[config.mk]
export PLATFORM = sky130hd
export DESIGN_NAME = sfrpe_core
export DESIGN_NICKNAME = d
export VERILOG_FILES = /design/src/sfrpe_pkg.sv /design/src/sfrpe_core.sv
export VERILOG_INCLUDE_DIRS = /design/src
export SDC_FILE = /design/constraint.sdc
export NUM_CORES = 1
export LEC_CHECK = 0
export BUFFER_PORTS_ARGS = -buffer_cell sky130_fd_sc_hd__buf_2
export CORE_ASPECT_RATIO = 0.6
export CORE_UTILIZATION = 61
export CTS_BUF_LIST = sky130_fd_sc_hd__clkbuf_8
export DETAILED_ROUTE_END_ITERATION = 6
export PLACE_DENSITY = 0.82
export RECOVER_POWER = 50
export SLEW_MARGIN = 20
export SYNTH_ARGS = -nofsm -noshare
export SYNTH_HDL_FRONTEND = slang
export SYNTH_SLANG_ARGS = --single-unit
[constraint.sdc]
create_clock -name i_clk_sys -period 2.8 [get_ports i_clk_sys]
set_input_delay 0.56 -clock i_clk_sys [delete_from_list [all_inputs] [get_ports i_clk_sys]]
set_output_delay 0.56 -clock i_clk_sys [all_outputs]
set_load 0.01 [all_outputs]
[src/sfrpe_defs.svh]
`ifndef SFRPE_DEFS_SVH
`define SFRPE_DEFS_SVH
// command codes
`define SFRPE_CMD_OWQR 8'hE3
`define SFRPE_CMD_WRAP 8'h77
`define SFRPE_CMD_PP 8'h02
`define SFRPE_CMD_QPP 8'h32
`define SFRPE_CMD_SE 8'h20
// continuous-read pattern in bits 5:4 that skips the command byte
`define SFRPE_CONT_KEEP 2'h2
// wrap bits 6:4 after reset: no wrapping
`define SFRPE_WRAP_RST 3'h1
`define SFRPE_WRAP_MIN 24'h000008
// last clock index of each phase
`define SFRPE_CMD_LAST 6'h07
`define SFRPE_ADDR_LAST 6'h17
`define SFRPE_QADDR_LAST 6'h05
`define SFRPE_QBYTE_LAST 6'h01
// protection geometry
`define SFRPE_SEC_UNIT 24'h001000
`define SFRPE_BLK_UNIT 24'h020000
`define SFRPE_ARRAY_ALL 24'h800000
`define SFRPE_SEC_SHIFT_MAX 3'h3
`define SFRPE_BP_ALL 3'h7
`define SFRPE_SECTOR_MASK 24'hFFF000
// pins idle: chip select high, clock low
`define SFRPE_PIN_IDLE 6'h10
`define SFRPE_OE_ALL 4'hF
// timing
`define SFRPE_CLK_NS 10
`define SFRPE_TPP_US 400
`define SFRPE_TSE_US 45000
`endif

[src/sfrpe_pkg.sv]
package sfrpe_pkg;
  typedef enum logic [3:0] {
    S_CMD, S_RADDR, S_MODE, S_RDATA, S_WDUMMY, S_WBITS,
    S_PADDR, S_PDATA, S_EADDR, S_EDONE, S_SKIP
  } sfrpe_state_t;
  // protection bits from the status registers
  typedef struct packed {
    logic protect_complement_bit;
    logic protect_granularity_bit;
    logic protect_top_bottom_bit;
    logic [2:0] protect_range_bits;
  } sfrpe_prot_t;
  // one program byte toward the array page latch
  typedef struct packed {
    logic [23:0] addr;
    logic [7:0] data;
  } sfrpe_pgm_t;
  // self-timed array operation
  typedef struct packed {
    logic erase;
    logic [23:0] addr;
  } sfrpe_op_t;
endpackage : sfrpe_pkg

[src/sfrpe_core.sv]
`timescale 1ns/1ps
`include "sfrpe_defs.svh"
module sfrpe_core #(
  parameter int DEPTH = 2,
  parameter int TPP_CYC = (`SFRPE_TPP_US * 1000) / `SFRPE_CLK_NS,
  parameter int TSE_CYC = (`SFRPE_TSE_US * 1000) / `SFRPE_CLK_NS
) (
  input wire logic i_clk_sys,
  input wire logic i_rst_n,
  input wire logic i_sck,
  input wire logic i_cs_n,
  input wire logic [3:0] i_io,
  output logic [3:0] o_io,
  output logic [3:0] o_io_oe,
  input wire logic i_quad_io_enable_bit,
  input wire logic i_wel_set,
  input wire logic i_soft_reset,
  input wire sfrpe_pkg::sfrpe_prot_t i_prot,
  input wire logic i_lock_hit,
  output logic [23:0] o_addr,
  input wire logic [7:0] i_rd_data,
  output sfrpe_pkg::sfrpe_pgm_t o_pgm,
  output logic o_pgm_valid,
  input wire logic i_pgm_ready,
  output sfrpe_pkg::sfrpe_op_t o_op,
  output logic o_op_valid,
  output logic o_op_abort,
  output logic o_busy,
  output logic o_write_enable_latch,
  output logic [2:0] o_wrap_setting_bits,
  output logic o_cont_mode
);
  import sfrpe_pkg::*;

  localparam int PW = (DEPTH > 1) ? $clog2(DEPTH) : 1;

  // sector, block or whole-array protection from the protect bits
  function automatic logic prot_hit(input logic [23:0] a,
                                    input sfrpe_prot_t p);
    logic [23:0] size;
    logic [23:0] off;
    logic [2:0] sh;
    sh = p.protect_range_bits - 3'h1;
    if (p.protect_range_bits == 3'h0) begin
      size = 24'h0;
    end else if (p.protect_granularity_bit) begin
      if (sh > `SFRPE_SEC_SHIFT_MAX) begin
        sh = `SFRPE_SEC_SHIFT_MAX;
      end
      size = `SFRPE_SEC_UNIT << sh;
    end else if (p.protect_range_bits == `SFRPE_BP_ALL) begin
      size = `SFRPE_ARRAY_ALL;
    end else begin
      size = `SFRPE_BLK_UNIT << sh;
    end
    off = p.protect_top_bottom_bit ? {1'b0, a[22:0]} : {1'b0, ~a[22:0]};
    return (off < size) ^ p.protect_complement_bit;
  endfunction : prot_hit

  // next read address, cycling inside an aligned wrap section unless wrap bit 0 is set
  function automatic logic [23:0] next_addr(input logic [23:0] a,
                                            input logic [2:0] w);
    logic [23:0] mask;
    mask = (`SFRPE_WRAP_MIN << w[2:1]) - 24'h1;
    if (w[0]) begin
      return a + 24'h1;
    end
    return (a & ~mask) | ((a + 24'h1) & mask);
  endfunction : next_addr

  logic [5:0] pin_s1_q;
  logic [5:0] pin_s2_q;
  logic sck_s3_q;
  logic cs_s3_q;
  logic sck_rise;
  logic sck_fall;
  logic cs_n;
  logic cs_rise;
  logic cs_fall;
  logic [3:0] io;
  sfrpe_state_t state_q;
  sfrpe_state_t dec_state;
  logic [5:0] cnt_q;
  logic [31:0] sh_q;
  logic [23:0] addr_q;
  logic [7:0] cmd;
  logic [7:0] mode;
  logic [7:0] pbyte;
  logic quad_q;
  logic got_q;
  logic ovf_q;
  logic nib_hi_q;
  logic cont_q;
  logic [2:0] wrap_q;
  logic pend_q;
  logic abort_q;
  sfrpe_op_t op_q;
  logic wel_q;
  logic [31:0] tmr_q;
  logic launch;
  logic done;
  logic busy;
  logic push;
  logic commit;
  logic in_ready;
  sfrpe_pgm_t mem_q [DEPTH];
  logic [PW-1:0] wp_q;
  logic [PW-1:0] rp_q;
  logic [PW:0] fcnt_q;

  // pin synchronisers, sck and select edges
  always_ff @(posedge i_clk_sys or negedge i_rst_n) begin
    if (!i_rst_n) begin
      pin_s1_q <= `SFRPE_PIN_IDLE;
      pin_s2_q <= `SFRPE_PIN_IDLE;
      sck_s3_q <= 1'b0;
      cs_s3_q <= 1'b1;
    end else begin
      pin_s1_q <= {i_sck, i_cs_n, i_io};
      pin_s2_q <= pin_s1_q;
      sck_s3_q <= pin_s2_q[5];
      cs_s3_q <= pin_s2_q[4];
    end
  end

  assign sck_rise = pin_s2_q[5] & ~sck_s3_q;
  assign sck_fall = ~pin_s2_q[5] & sck_s3_q;
  assign cs_n = pin_s2_q[4];
  assign cs_rise = cs_n & ~cs_s3_q;
  assign cs_fall = ~cs_n & cs_s3_q;
  assign io = pin_s2_q[3:0];
  assign cmd = {sh_q[6:0], io[0]};
  assign mode = {sh_q[3:0], io};
  assign pbyte = quad_q ? {sh_q[3:0], io} : {sh_q[6:0], io[0]};
  assign busy = pend_q | (tmr_q != 32'h0);

  // command decode with enable checks
  always_comb begin
    case (cmd)
      `SFRPE_CMD_OWQR: dec_state = i_quad_io_enable_bit ? S_RADDR : S_SKIP;
      `SFRPE_CMD_WRAP: dec_state = S_WDUMMY;
      `SFRPE_CMD_PP: dec_state = wel_q ? S_PADDR : S_SKIP;
      `SFRPE_CMD_QPP: dec_state = (wel_q & i_quad_io_enable_bit) ?
                                  S_PADDR : S_SKIP;
      `SFRPE_CMD_SE: dec_state = wel_q ? S_EADDR : S_SKIP;
      default: dec_state = S_SKIP;
    endcase
  end

  // byte complete in program data phase
  assign push = sck_rise & ~cs_n & (state_q == S_PDATA) &
                (cnt_q == (quad_q ? `SFRPE_QBYTE_LAST : `SFRPE_CMD_LAST));
  // select rise on a whole byte with nothing lost
  assign commit = (state_q == S_PDATA) & (cnt_q == 6'h0) & got_q & ~ovf_q;

  // frame sequencer
  always_ff @(posedge i_clk_sys or negedge i_rst_n) begin
    if (!i_rst_n) begin
      state_q <= S_SKIP;
      cnt_q <= 6'h0;
      sh_q <= 32'h0;
      addr_q <= 24'h0;
      quad_q <= 1'b0;
      got_q <= 1'b0;
      ovf_q <= 1'b0;
      nib_hi_q <= 1'b1;
      cont_q <= 1'b0;
      wrap_q <= `SFRPE_WRAP_RST;
      pend_q <= 1'b0;
      abort_q <= 1'b0;
      op_q <= '0;
    end else begin
      abort_q <= 1'b0;
      if (launch) begin
        pend_q <= 1'b0;
      end
      if (i_soft_reset) begin
        wrap_q <= `SFRPE_WRAP_RST;
        cont_q <= 1'b0;
      end
      if (cs_fall) begin
        // continuous mode goes straight to the address
        state_q <= busy ? S_SKIP : (cont_q ? S_RADDR : S_CMD);
        cnt_q <= 6'h0;
        got_q <= 1'b0;
        ovf_q <= 1'b0;
      end else if (cs_rise) begin
        state_q <= S_SKIP;
        if (commit || state_q == S_EDONE) begin
          if (prot_hit(addr_q, i_prot) || i_lock_hit) begin
            abort_q <= got_q;
          end else begin
            pend_q <= 1'b1;
            op_q.erase <= (state_q == S_EDONE);
            op_q.addr <= (state_q == S_EDONE) ?
                         (addr_q & `SFRPE_SECTOR_MASK) : addr_q;
          end
        end else if (state_q == S_PDATA) begin
          abort_q <= got_q;
        end
      end else if (sck_fall && !cs_n && state_q == S_RDATA) begin
        nib_hi_q <= ~nib_hi_q;
        if (!nib_hi_q) begin
          addr_q <= next_addr(addr_q, wrap_q);
        end
      end else if (sck_rise && !cs_n) begin
        cnt_q <= cnt_q + 6'h1;
        case (state_q)
          S_CMD: begin
            sh_q <= {sh_q[30:0], io[0]};
            if (cnt_q == `SFRPE_CMD_LAST) begin
              state_q <= dec_state;
              quad_q <= (cmd == `SFRPE_CMD_QPP);
              cnt_q <= 6'h0;
            end
          end
          S_RADDR: begin
            sh_q <= {sh_q[27:0], io};
            if (cnt_q == `SFRPE_QADDR_LAST) begin
              addr_q <= {sh_q[19:0], io};
              state_q <= S_MODE;
              cnt_q <= 6'h0;
            end
          end
          S_MODE: begin
            sh_q <= {sh_q[27:0], io};
            if (cnt_q == `SFRPE_QBYTE_LAST) begin
              // low nibble ignored; FFh fails the bits 5:4 check and clears the mode
              cont_q <= (mode[5:4] == `SFRPE_CONT_KEEP);
              state_q <= S_RDATA;
              nib_hi_q <= 1'b1;
              cnt_q <= 6'h0;
            end
          end
          S_WDUMMY: begin
            if (cnt_q == `SFRPE_QADDR_LAST) begin
              state_q <= S_WBITS;
              cnt_q <= 6'h0;
            end
          end
          S_WBITS: begin
            sh_q <= {sh_q[27:0], io};
            if (cnt_q == `SFRPE_QBYTE_LAST) begin
              wrap_q <= mode[6:4];
              state_q <= S_SKIP;
            end
          end
          S_PADDR, S_EADDR: begin
            sh_q <= {sh_q[30:0], io[0]};
            if (cnt_q == `SFRPE_ADDR_LAST) begin
              addr_q <= {sh_q[22:0], io[0]};
              state_q <= (state_q == S_PADDR) ? S_PDATA : S_EDONE;
              cnt_q <= 6'h0;
            end
          end
          S_PDATA: begin
            sh_q <= quad_q ? {sh_q[27:0], io} : {sh_q[30:0], io[0]};
            if (push) begin
              addr_q[7:0] <= addr_q[7:0] + 8'h1;
              got_q <= 1'b1;
              ovf_q <= ovf_q | ~in_ready;
              cnt_q <= 6'h0;
            end
          end
          S_EDONE: state_q <= S_SKIP;
          default: state_q <= state_q;
        endcase
      end
    end
  end

  // read data drive on falling sck edges
  always_ff @(posedge i_clk_sys or negedge i_rst_n) begin
    if (!i_rst_n) begin
      o_io <= 4'h0;
      o_io_oe <= 4'h0;
    end else if (cs_n || state_q != S_RDATA) begin
      o_io_oe <= 4'h0;
    end else if (sck_fall) begin
      o_io_oe <= `SFRPE_OE_ALL;
      o_io <= nib_hi_q ? i_rd_data[7:4] : i_rd_data[3:0];
    end
  end

  // two-entry program byte buffer toward the array
  assign in_ready = (fcnt_q != (PW + 1)'(DEPTH));
  always_ff @(posedge i_clk_sys or negedge i_rst_n) begin
    if (!i_rst_n) begin
      wp_q <= '0;
      rp_q <= '0;
      fcnt_q <= '0;
      for (int i = 0; i < DEPTH; i++) begin
        mem_q[i] <= '0;
      end
    end else begin
      if (push && in_ready) begin
        mem_q[wp_q] <= '{addr: addr_q, data: pbyte};
        wp_q <= (wp_q == PW'(DEPTH - 1)) ? '0 : wp_q + PW'(1);
      end
      if (o_pgm_valid && i_pgm_ready) begin
        rp_q <= (rp_q == PW'(DEPTH - 1)) ? '0 : rp_q + PW'(1);
      end
      fcnt_q <= fcnt_q + (PW + 1)'(push && in_ready)
                - (PW + 1)'(o_pgm_valid && i_pgm_ready);
    end
  end

  // self-timed operation, started once all bytes are drained
  assign launch = pend_q & (fcnt_q == '0);
  assign done = (tmr_q == 32'h1);
  always_ff @(posedge i_clk_sys or negedge i_rst_n) begin
    if (!i_rst_n) begin
      tmr_q <= 32'h0;
    end else if (launch) begin
      tmr_q <= op_q.erase ? 32'(TSE_CYC) : 32'(TPP_CYC);
    end else if (tmr_q != 32'h0) begin
      tmr_q <= tmr_q - 32'h1;
    end
  end

  // write enable latch, set wins over completion clear
  always_ff @(posedge i_clk_sys or negedge i_rst_n) begin
    if (!i_rst_n) begin
      wel_q <= 1'b0;
    end else if (i_wel_set) begin
      wel_q <= 1'b1;
    end else if (done) begin
      wel_q <= 1'b0;
    end
  end

  assign o_addr = addr_q;
  assign o_pgm = mem_q[rp_q];
  assign o_pgm_valid = (fcnt_q != '0);
  assign o_op = op_q;
  assign o_op_valid = launch;
  assign o_op_abort = abort_q;
  assign o_busy = busy;
  assign o_write_enable_latch = wel_q;
  assign o_wrap_setting_bits = wrap_q;
  assign o_cont_mode = cont_q;
endmodule : sfrpe_core

==> out/qor.csv, run 1 <==
stage,metric,value,unit
drt,Vias/cell,6.47,
global_routing,antenna violations before repair,0,
placed_design,DP Wirelength,22700,um
floorplanning,Die X-Extent,180,um
clocking,Bufs on Longest Clock Path,3,
power_and_ir_drop,sequential power share,44.7,%
power_and_ir_drop,NetSw,2.96,mW
sta,RSZ-0062 raised after global routing,yes,
synth,Synth Cell Area,11600,um^2
placed_design,dpl cells,1505,
sta,relative slew slack,-33.7,%
placed_design,Buffers on Ports,124,
synth,syn nets,1190,
power_and_ir_drop,Clock power frac,29.9,%
power_and_ir_drop,Pint,5.49,mW
critical_path,kind of critical path,reg2out,
job,maxcap violations,1,
finish,"most common cell after layout, fill and taps aside",dfrtp_1,
sta,fin crit share,107,%
sta,"Worst Setup Slack, final",-0.188,ns
synth,yosys warns,0,
synth,Syn Inst Count,1134,
finish,Finished Layout Cells,1574,
floorplanning,I/O pin count,125,
sta,WHS,0.135,ns
synth,number of synthesized flops with an enable pin,0,
finish,most frequent cells in the layout,"dfrtp_1 (204), mux2_2 (117), buf_2 (100), nand2_1 (94)",
finish,number of fill cells in the layout,1207,
clocking,Worst-path clk slew,0.06,ns
clocking,CTS Sinks,212,
finish,Syn-to-layout area delta,19.8,%
drt,initial DRC count,1277,
drt,final WL,34700,um
run_status,failing checks,"max-capacitance violations, max-slew violations, negative setup slack",
clocking,CTS tree,built,
synth,share of flip-flops with an asynchronous set or reset,100,%
power_and_ir_drop,Pwr Density,607,nW/um^2
clocking,cts bufs inserted,34,
synth,Seq cells post-synth,212,
drt,post-route ant nets,0,
drt,Via Count,10200,
drt,Remaining DRCs,0,
power_and_ir_drop,total power,8.46,mW
sta,f_max,0.335,GHz
hold_path,Hold/Removal Path Class,in2reg,
sta,Final Hold Viols,0,
global_routing,GRT Total Usage,33.7,%
run_status,status,finished with violations,
sta,worst slew pin tran,2.01,ns
finish,nets@finish,1369,
critical_path,crit-path max FO,2,
drt,1st-pass router iterations,6,
critical_path,Worst EP required,2.24,ns
sta,Final Setup Violations,11,
global_routing,largest net degree at the start of global routing,77,
synth,Mean Syn Cell Area,10.3,um^2
sta,min Tclk post-route,2.99,ns
floorplanning,Die ar.,19600,um^2
synth,ys flop type,dfrtp_1,
floorplanning,Cell Rows,38,
sta,Final Skew,0.0347,ns
power_and_ir_drop,Comb pwr share,25.4,%
clocking,Worst-Skew Late Latency,0.53,ns
clocking,Root Buffer,clkbuf_8,
global_routing,number of global-route vias before repair,9280,
critical_path,crit end category,primary output,
sta,max-slew violations,77,
power_and_ir_drop,Lkg Pwr,6.50,nW
floorplanning,effective utilization at floorplan,63.4,%
power_and_ir_drop,Sw Ratio,35.0,%
clocking,H-tree depth,2,
floorplanning,die height,109,um
placed_design,final RePlAce weighted congestion,0.968,
finish,layout cells sized above 1,31.7,%
synth,sequential share of the synthesized area,45.7,%
drt,WL/cell,22.1,um
floorplanning,core area,18400,um^2
global_routing,first-pass GRT wire length,51700,um
power_and_ir_drop,worst vdd ir,0.000378,V
synth,"Distinct cells, synth",83,
global_routing,total grt overflow,0,
critical_path,worst path arrival time,2.43,ns
clocking,Post-CTS Hold Fix Bufs,0,
finish,diode count,0,
critical_path,CP Launch Type,flip-flop,
per-stage QoR:
stage | util, % | TNS, ns | cell area, um^2 | setup WS [ns]
4_1_cts | 75.0 | -0.0658 | 13800 | -0.0658
3_3_place_gp | 71.0 | -13.51 | 13000 | -0.530
5_1_grt | 75.9 | -2.10 | 13900 | -0.225
2_1_floorplan | - | -5.75 | 11800 | -0.312
3_5_place_dp | 71.0 | -15.53 | 13000 | -0.655
6_report | 75.9 | -0.328 | 13900 | -0.188
registers in the layout, indices dropped and copies added (netlist names), 2 cells and up, named ones only:
name                 cells
mem_q                   64
tmr_q                   32
o_op                    25
sh_q                    23
cnt_q                    6
pin_s1_q                 6
pin_s2_q                 6
o_addr                   4
o_io                     4
state_q                  4
o_wrap_setting_bits      3
fcnt_q                   2
final timing paths:
kind,startpoint,end,slack [ns],depth (start not counted)
max reg2reg,state_q[0],flip-flop,0.06,7
min,i_io[0],pin_s1_q[0],0.14,1
max in group asynchronous,i_rst_n,tmr_q[16],0.47,2
max,tmr_q[11],o_busy,-0.19,5
min in group asynchronous,i_rst_n,o_write_enable_latch,0.62,1
min reg2reg,pin_s1_q[0],pin_s2_q[0],0.35,0
routing by layer:
metal	wire length (um)	GRT usage [%]	up-vias	part of all wire (%)
li1	-	-	4459	-
met1	15300	52.7	4968	44
met5	0	0	-	0
met2	14400	46.6	669	41
met4	715	8.06	0	2.1
met3	4350	8.28	81	13
Yosys cell counts (7+ instances only):
| cell type | number | area [um^2] |
|---|---|---|
| dfstp_2 | 7 | 184 |
| inv_1 | 42 | 158 |
| a21oi_1 | 44 | 220 |
| mux2_2 | 119 | 1340 |
| nand4_1 | 11 | 68.8 |
| or3_1 | 7 | 43.8 |
| o2bb2ai_1 | 12 | 105 |
| nor3_1 | 23 | 115 |
| o21ai_0 | 81 | 405 |
| nand3_1 | 41 | 205 |
| nand2b_1 | 12 | 75.1 |
| nand2_1 | 94 | 353 |
| dfrtp_1 | 205 | 5130 |
| o32a_1 | 8 | 80.1 |
| nor4_1 | 8 | 50.1 |
| buf_1 | 7 | 26.3 |
| and3_1 | 7 | 43.8 |
| ha_1 | 29 | 363 |
| mux2i_1 | 33 | 330 |
| or4_1 | 12 | 90.1 |
| buf_2 | 15 | 75.1 |
| nand3b_1 | 11 | 82.6 |
| o22ai_1 | 10 | 62.6 |
| xnor2_1 | 27 | 236 |
| xor2_1 | 20 | 175 |
| a31oi_1 | 12 | 75.1 |
| clkbuf_1 | 44 | 165 |
| nor2_1 | 62 | 233 |
| nor2b_1 | 11 | 68.8 |
power by group through the flow:
stage | clock, mW | sequential [mW] | combinational (mW)
finish | 2.53 | 3.78 | 2.15
global route | 2.68 | 3.80 | 2.31
CTS | 2.53 | 3.74 | 2.06
detailed placement | 0 | 3.79 | 1.97
global placement | 0 | 3.77 | 1.90
floorplan | 0 | 3.63 | 1.44
final cells by class:
type	count	area (um^2)	share of cell area [%]
well taps	240	300	2.16
multi-input cells	808	6170	44.3
flip-flops and latches	212	5320	38.2
clock inverters	19	90.1	0.647
inverters	43	186	1.34
repair buffers	214	1350	9.66
clock buffers	38	523	3.75
critical path, cell delays in order (launching register included):
cell and delay, ns:
dfrtp_1 0.40, or4_4 0.59, nor4b_4 0.39, nand4b_4 0.15
or2_4 0.27, buf_6 0.12
cell families after synthesis:
family / after synthesis / share of synthesized area [%]
and+or+nand+nor: 336 / 15.5
AOI/OAI and AO/OA: 241 / 13.5
DFF: 212 / 45.7
muxes: 152 / 14.4
buffers and inverters: 116 / 4.20
xor gates and xnor gates: 47 / 3.54
adders and majority gates: 29 / 3.12
other: 1 / 0.0322
what timing repair did:
action,in CTS,in global routing
endpoints found under the setup margin,26,27
resized for setup,18,26
hold endpoints to repair,0,0
setup buffers,5,4
pin swaps,6,14
gates cloned,1,2
Note: power is estimated with default switching activity, not from simulation.
==> inputs of run 2 (changes only) <==
--- a/config.mk
+++ b/config.mk
@@ -8,10 +8,9 @@
 export LEC_CHECK = 0
 export BUFFER_PORTS_ARGS = -buffer_cell sky130_fd_sc_hd__buf_2
 export CORE_ASPECT_RATIO = 0.6
-export CORE_UTILIZATION = 61
-export CTS_BUF_LIST = sky130_fd_sc_hd__clkbuf_8
+export CORE_UTILIZATION = 60
 export DETAILED_ROUTE_END_ITERATION = 6
-export PLACE_DENSITY = 0.82
+export PLACE_DENSITY = 0.81
 export RECOVER_POWER = 50
 export SLEW_MARGIN = 20
 export SYNTH_ARGS = -nofsm -noshare
==> run 2 against run 1 <==
Net effect: routed wire length shrank 4.0%; sequential cell count is the same; via count shrank 2.0%; critical path type is now in2reg; highest routed layer unchanged; the flow still finishes with violations (max-capacitance violations, max-slew violations, negative setup slack); clock skew is 0.0043 ns lower; fmax increased by 0.63%; core utilization decreased by 2.0 points; worst setup slack improved by 0.019 ns.
==> out/qor.csv, run 2 (synthesized netlist as in run 1, its figures left out) <==
stage,metric,value,unit,change
run_status,status,finished with violations,,
run_status,failing checks,"max-capacitance violations, max-slew violations, negative setup slack",,
finish,Finished Core Util,73.9,%,-2.0 points
global_routing,number of global-route vias before repair,9177,,-1.1%
finish,post-route cell area,14000,um^2,+0.67%
drt,Remaining DRCs,0,,unchanged
sta,relative slew slack,-30.8,%,+2.9 points
placed_design,Buffers on Ports,124,,unchanged
floorplanning,Cell Rows,39,,+2.6%
finish,max FFs per register,64,,unchanged
critical_path,Worst EP required,3.20,ns,+0.96 ns
critical_path,Buf/Inv on CP,4,,+3
global_routing,GRT Total Usage,32.8,%,-0.94 points
drt,WL/cell,21.4,um,-3.1%
clocking,Bufs on Longest Clock Path,3,,unchanged
global_routing,total grt overflow,0,,unchanged
critical_path,crit-path max FO,8,,+6
sta,RSZ-0062 raised after global routing,yes,,
sta,f_max,0.337,GHz,+0.63%
global_routing,largest net degree at the start of global routing,76,,-1.3%
power_and_ir_drop,sequential power share,42.7,%,-2.0 points
placed_design,pre-CTS setup slack,-0.655,ns,-0.000111 ns
placed_design,final RePlAce weighted congestion,0.918,,-5.2%
power_and_ir_drop,NetSw,2.90,mW,-2.1%
clocking,H-tree depth,1,,-1
placed_design,DP Area,13000,um^2,-0.19%
clocking,CTS Sinks,212,,unchanged
hold_path,HP Start,i_io[2],,
placed_design,dpl cells,1506,,+0.066%
sta,min Tclk post-route,2.97,ns,-0.0188 ns
sta,max-slew violations,75,,-2.6%
finish,Largest Register,mem_q,,
finish,number of fill cells in the layout,1257,,+4.1%
drt,1st-pass router iterations,6,,unchanged
finish,diode count,0,,unchanged
drt,initial DRC count,1185,,-7.2%
critical_path,"critical path, cell by cell",buf_12 -> inv_12 -> ha_4 -> ha_4 -> buf_6 -> buf_6 -> nand4b_1 -> o21ai_1 -> nand2_1 -> ha_4 -> o21ai_1 -> nor2_1 -> o21bai_1 -> a31oi_4 -> mux2_4 -> mux2_4,,
critical_path,CP top delay family,multiplexers,,
clocking,Worst-path clk slew,0.07,ns,about the same
sta,Final Setup Violations,27,,+16
critical_path,CP peak stage delay,0.45,ns,-0.14 ns
global_routing,antenna violations before repair,0,,unchanged
critical_path,CP Launch Type,primary input,,
clocking,cts bufs inserted,20,,-41%
finish,nets@finish,1355,,-1.0%
drt,Vias/cell,6.40,,-1.1%
power_and_ir_drop,Pint,5.88,mW,+7.1%
clocking,CTS tree,built,,
finish,"most common cell after layout, fill and taps aside",dfrtp_1,,
global_routing,first-pass GRT wire length,50800,um,-1.8%
critical_path,CP startpoint,i_prot[1],,
sta,Final Skew,0.0304,ns,-0.00434 ns
critical_path,worst path arrival time,3.37,ns,+0.94 ns
clocking,Worst-Skew Late Latency,0.53,ns,about the same
hold_path,Hold/Removal Path Class,in2reg,,
job,maxcap violations,1,,unchanged
power_and_ir_drop,Clock power frac,32.8,%,+2.9 points
critical_path,kind of critical path,in2reg,,
power_and_ir_drop,Sw Ratio,33.0,%,-2.0 points
sta,"Worst Setup Slack, final",-0.169,ns,+0.0188 ns
sta,Final Hold Viols,0,,unchanged
sta,WHS,0.135,ns,+0.00000500 ns
critical_path,crit end category,flip-flop,,
power_and_ir_drop,worst vdd ir,0.000449,V,+19%
finish,layout cells sized above 1,31.8,%,+0.13 points
floorplanning,Die ar.,20000,um^2,+1.6%
floorplanning,die height,110,um,+0.81%
finish,Syn-to-layout area delta,20.6,%,
critical_path,FF-to-FF Start,state_q[1],,
critical_path,most frequent CP cell,ha_4,,
drt,Via Count,9973,,-2.0%
sta,fin crit share,106,%,-0.67 points
placed_design,DP Wirelength,22200,um,-2.3%
finish,Finished Layout Cells,1559,,-0.95%
drt,post-route ant nets,0,,unchanged
floorplanning,core area,19000,um^2,+3.4%
sta,worst slew pin tran,1.96,ns,-0.0435 ns
power_and_ir_drop,Lkg Pwr,6.47,nW,-0.39%
power_and_ir_drop,Pwr Density,627,nW/um^2,+3.2%
drt,final WL,33300,um,-4.0%
finish,most frequent cells in the layout,"dfrtp_1 (204), mux2_2 (116), buf_2 (100), nand2_1 (93), buf_4 (78)",,
clocking,Root Buffer,clkbuf_16,,
floorplanning,effective utilization at floorplan,61.3,%,-2.1 points
critical_path,Worst path slowest cell,mux2_4,,
clocking,Post-CTS Hold Fix Bufs,0,,unchanged
floorplanning,I/O pin count,125,,unchanged
floorplanning,Die X-Extent,182,um,+0.82%
power_and_ir_drop,Comb pwr share,24.5,%,-0.9 points
run 2: layout make-up:
cell class                      count  area [um^2]  share of cell area, %
Clock inverter                      9          126                  0.901
Tap cell                          246          308                   2.20
Multi-Input combinational cell    808         6150                   43.9
Inverter                           43          186                   1.33
Timing Repair Buffer              214         1370                   9.75
Clock buffer                       27          567                   4.04
Sequential cell                   212         5320                   37.9
run 2: layer usage:
metal	track usage [%]	part of all wire [%]
met1	49.7	44
met2	46.8	41
met3	8.58	13
met4	7.51	1.9
met5	0	0
run 2: stage by stage:
stage,power (mW),TNS (ns)
final,8.79,-3.32
after global routing,9.13,-5.81
after CTS,8.68,-0.0432
after detailed placement,5.74,-16.17
after global placement,5.66,-14.15
after floorplan,5.07,-5.75
run 2: power groups by stage:
stage	Sequential, mW	Clock (mW)	Combinational [mW]
after floorplan	3.63	0	1.44
after detailed placement	3.77	0	1.97
after global placement	3.76	0	1.90
final	3.75	2.88	2.16
after global routing	3.78	3.00	2.35
after CTS	3.72	2.88	2.07
run 2: worst register-to-register path: cells and delay by family (launching register included):
kind	cells	cell delay, ns
AND/OR/NAND/NOR	2	0.79
AO/OA/AOI/OAI	3	1.16
flip-flops	1	0.72
run 2: worst paths after layout:
kind	endpoint	slack [ns]	cells after the start
min	pin_s1_q[2]	0.14	1
min in group asynchronous	state_q[2]	0.59	1
max	o_op[19]	-0.17	16
max in group asynchronous	mem_q[21]	0.54	2
min reg2reg	pin_s2_q[0]	0.35	0
max reg2reg	flip-flop	0.02	5
run 2: repair_timing:
item	CTS	global route
gates cloned	1	2
endpoints found under the setup margin	26	28
setup buffers	4	10
hold endpoints to repair	0	0
pin swaps	8	14
resized for setup	22	27
==> inputs of run 3 (changes only) <==
--- a/config.mk
+++ b/config.mk
@@ -12,6 +12,8 @@
 export DETAILED_ROUTE_END_ITERATION = 6
 export PLACE_DENSITY = 0.81
 export RECOVER_POWER = 50
+export REMOVE_ABC_BUFFERS = 1
+export SKIP_CTS_REPAIR_TIMING = 1
 export SLEW_MARGIN = 20
 export SYNTH_ARGS = -nofsm -noshare
 export SYNTH_HDL_FRONTEND = slang
==> run 3 against run 2 <==
Net effect: the run still ends with max-capacitance violations, max-slew violations, negative setup slack left; routed wire length fell by 0.33%; worst setup slack got worse by 0.12 ns; via count rose by 0.13%; highest routed layer unchanged; fmax fell by 3.9%; global-route usage fell by 2.6 points; sequential power barely moved; hold slack improved by 0.013 ns; sequential share of layout area barely moved.
==> out/qor.csv, run 3 (synthesized netlist as in run 1, its figures left out) <==
stage,metric,value,unit,change
clocking,CTS Sinks,212,,unchanged
hold_path,HP Start,i_io[0],,
floorplanning,Die ar.,20000,um^2,unchanged
sta,relative slew slack,-8.85,%,+22 points
sta,WHS,0.148,ns,+0.0130 ns
critical_path,Worst EP required,3.18,ns,-0.02 ns
sta,Final Skew,0.0238,ns,-0.00662 ns
clocking,CTS tree,built,,
power_and_ir_drop,Lkg Pwr,6.46,nW,-0.16%
sta,setup TNS,-6.52,ns,-3.20 ns
hold_path,Hold/Removal Path Class,in2reg,,
floorplanning,Die X-Extent,182,um,unchanged
sta,Final Setup Violations,28,,+3.7%
drt,Remaining DRCs,0,,unchanged
clocking,H-tree depth,1,,unchanged
drt,Via Count,9986,,+0.13%
power_and_ir_drop,Pwr Density,615,nW/um^2,-1.8%
global_routing,antenna violations before repair,0,,unchanged
finish,layout cells sized above 1,32.0,%,+0.16 points
drt,WL met1,14900,um,+0.84%
sta,fin crit share,110,%,+4.3 points
finish,nets@finish,1357,,+0.15%
critical_path,kind of critical path,in2reg,,
drt,routed length on met2,14000,um,+2.3%
clocking,Worst-Skew Late Latency,0.52,ns,about the same
drt,met3 routed WL,3460,um,-18%
finish,"most common cell after layout, fill and taps aside",dfrtp_1,,
finish,diode count,0,,unchanged
placed_design,pre-CTS setup slack,-0.836,ns,-0.180 ns
clocking,Worst-path clk slew,0.06,ns,about the same
finish,post-route cell area,14000,um^2,-0.14%
sta,"Worst Setup Slack, final",-0.289,ns,-0.120 ns
run_status,failing checks,"max-capacitance violations, max-slew violations, negative setup slack",,
run_status,status,finished with violations,,
drt,WL/cell,21.3,um,-0.52%
clocking,cts bufs inserted,21,,+5.0%
critical_path,crit-path max FO,6,,-2
floorplanning,die height,110,um,unchanged
finish,Largest Register,mem_q,,
floorplanning,Cell Rows,39,,unchanged
drt,final WL,33200,um,-0.33%
drt,initial DRC count,1244,,+5.0%
clocking,Root Buffer,clkbuf_16,,
sta,max-slew violations,66,,-12%
placed_design,final RePlAce weighted congestion,0.889,,-3.1%
critical_path,crit end category,flip-flop,,
job,maxcap violations,1,,unchanged
sta,min Tclk post-route,3.09,ns,+0.120 ns
critical_path,CP startpoint,i_prot[0],,
drt,uppermost layer routed,met4,,
finish,Syn-to-layout area delta,20.4,%,
floorplanning,I/O pin count,125,,unchanged
drt,post-route ant nets,0,,unchanged
finish,max FFs per register,64,,unchanged
sta,worst slew pin tran,1.63,ns,-0.329 ns
sta,Final Hold Viols,0,,unchanged
finish,most frequent cells in the layout,"dfrtp_1 (205), mux2_2 (117), buf_2 (101), nand2_1 (92), o21ai_0 (76)",,
placed_design,DP Area,12900,um^2,-0.90%
drt,1st-pass router iterations,6,,unchanged
critical_path,FF-to-FF Start,pin_s2_q[4],,
drt,Vias/cell,6.39,,about the same
critical_path,CP Launch Type,primary input,,
placed_design,DP Wirelength,20900,um,-5.5%
sta,f_max,0.324,GHz,-3.9%
global_routing,first-pass GRT wire length,47700,um,-6.1%
global_routing,GRT Total Usage,30.2,%,-2.6 points
sta,RSZ-0062 raised after global routing,yes,,
global_routing,number of global-route vias before repair,8924,,-2.8%
global_routing,total grt overflow,0,,unchanged
placed_design,Buffers on Ports,124,,unchanged
critical_path,worst path arrival time,3.47,ns,+0.10 ns
floorplanning,core area,19000,um^2,unchanged
clocking,Bufs on Longest Clock Path,3,,unchanged
power_and_ir_drop,worst vdd ir,0.000505,V,+12%
global_routing,largest net degree at the start of global routing,66,,-13%
floorplanning,effective utilization at floorplan,61.3,%,unchanged
finish,Finished Core Util,73.8,%,-0.11 points
-- run 3: cell count changes in the layout (fill, tap and decap cells not counted), moves of 3 or more --
| cell | previous run | this run |
|---|---|---|
| o2bb2ai_2 | 11 | 8 |
| o2bb2ai_4 | 1 | 4 |
| buf_6 | 5 | 10 |
| buf_12 | 5 | 1 |
| buf_4 | 78 | 75 |
| or4_1 | 7 | 10 |
| or4_4 | 6 | 3 |
-- run 3: final timing paths --
path                               endpoint  slack (ns)  cells past startpoint
worst max-delay path               o_op[17]       -0.29                     16
worst min-delay path            pin_s1_q[0]        0.15                      1
worst max register to register    flip-flop       -0.10                      9
worst min register to register  pin_s2_q[0]        0.35                      0
max in group asynchronous         mem_q[40]        0.35                      2
min in group asynchronous          cnt_q[3]        0.46                      1
-- run 3: power breakdown --
group          total, mW  leakage [nW]  internal (mW)  switching [mW]
logic               2.10          3.30          0.897            1.20
registers           3.78          2.84           3.34           0.437
clock network       2.74         0.322           1.50            1.24
total               8.61          6.46           5.74            2.87
-- run 3: critical path: stages --
cell	delay, ns
buf_8	0.10
inv_2	0.09
ha_4	0.18
ha_4	0.23
buf_6	0.13
buf_4	0.16
o21ai_2	0.11
nand2_1	0.12
ha_4	0.30
nand4_1	0.10
nor2_2	0.17
o21ai_2	0.10
a31oi_4	0.27
buf_6	0.14
mux2_4	0.38
mux2_4	0.32
-- run 3: final cells by class --
class                           count  area [um^2]
Clock buffer                       30          599
Clock inverter                      8         53.8
Fill cell                        1254         4980
Inverter                           43          161
Multi-Input combinational cell    809         6210
Sequential cell                   212         5310
Tap cell                          246          308
Timing Repair Buffer              214         1350
-- run 3: per-layer routing --
| layer | vias to the layer above | global-route usage (%) |
|---|---|---|
| li1 | 4442 | - |
| met1 | 4869 | 47.1 |
| met2 | 584 | 42.9 |
| met3 | 91 | 5.70 |
| met4 | 0 | 7.45 |
| met5 | - | 0 |
-- run 3: through the flow --
stage | cells | total power, mW
2_1_floorplan | 1061 | 4.97
5_1_grt | 1562 | 8.97
3_3_place_gp | 1510 | 5.64
4_1_cts | 1548 | 8.42
6_report | 1562 | 8.61
3_5_place_dp | 1510 | 5.71
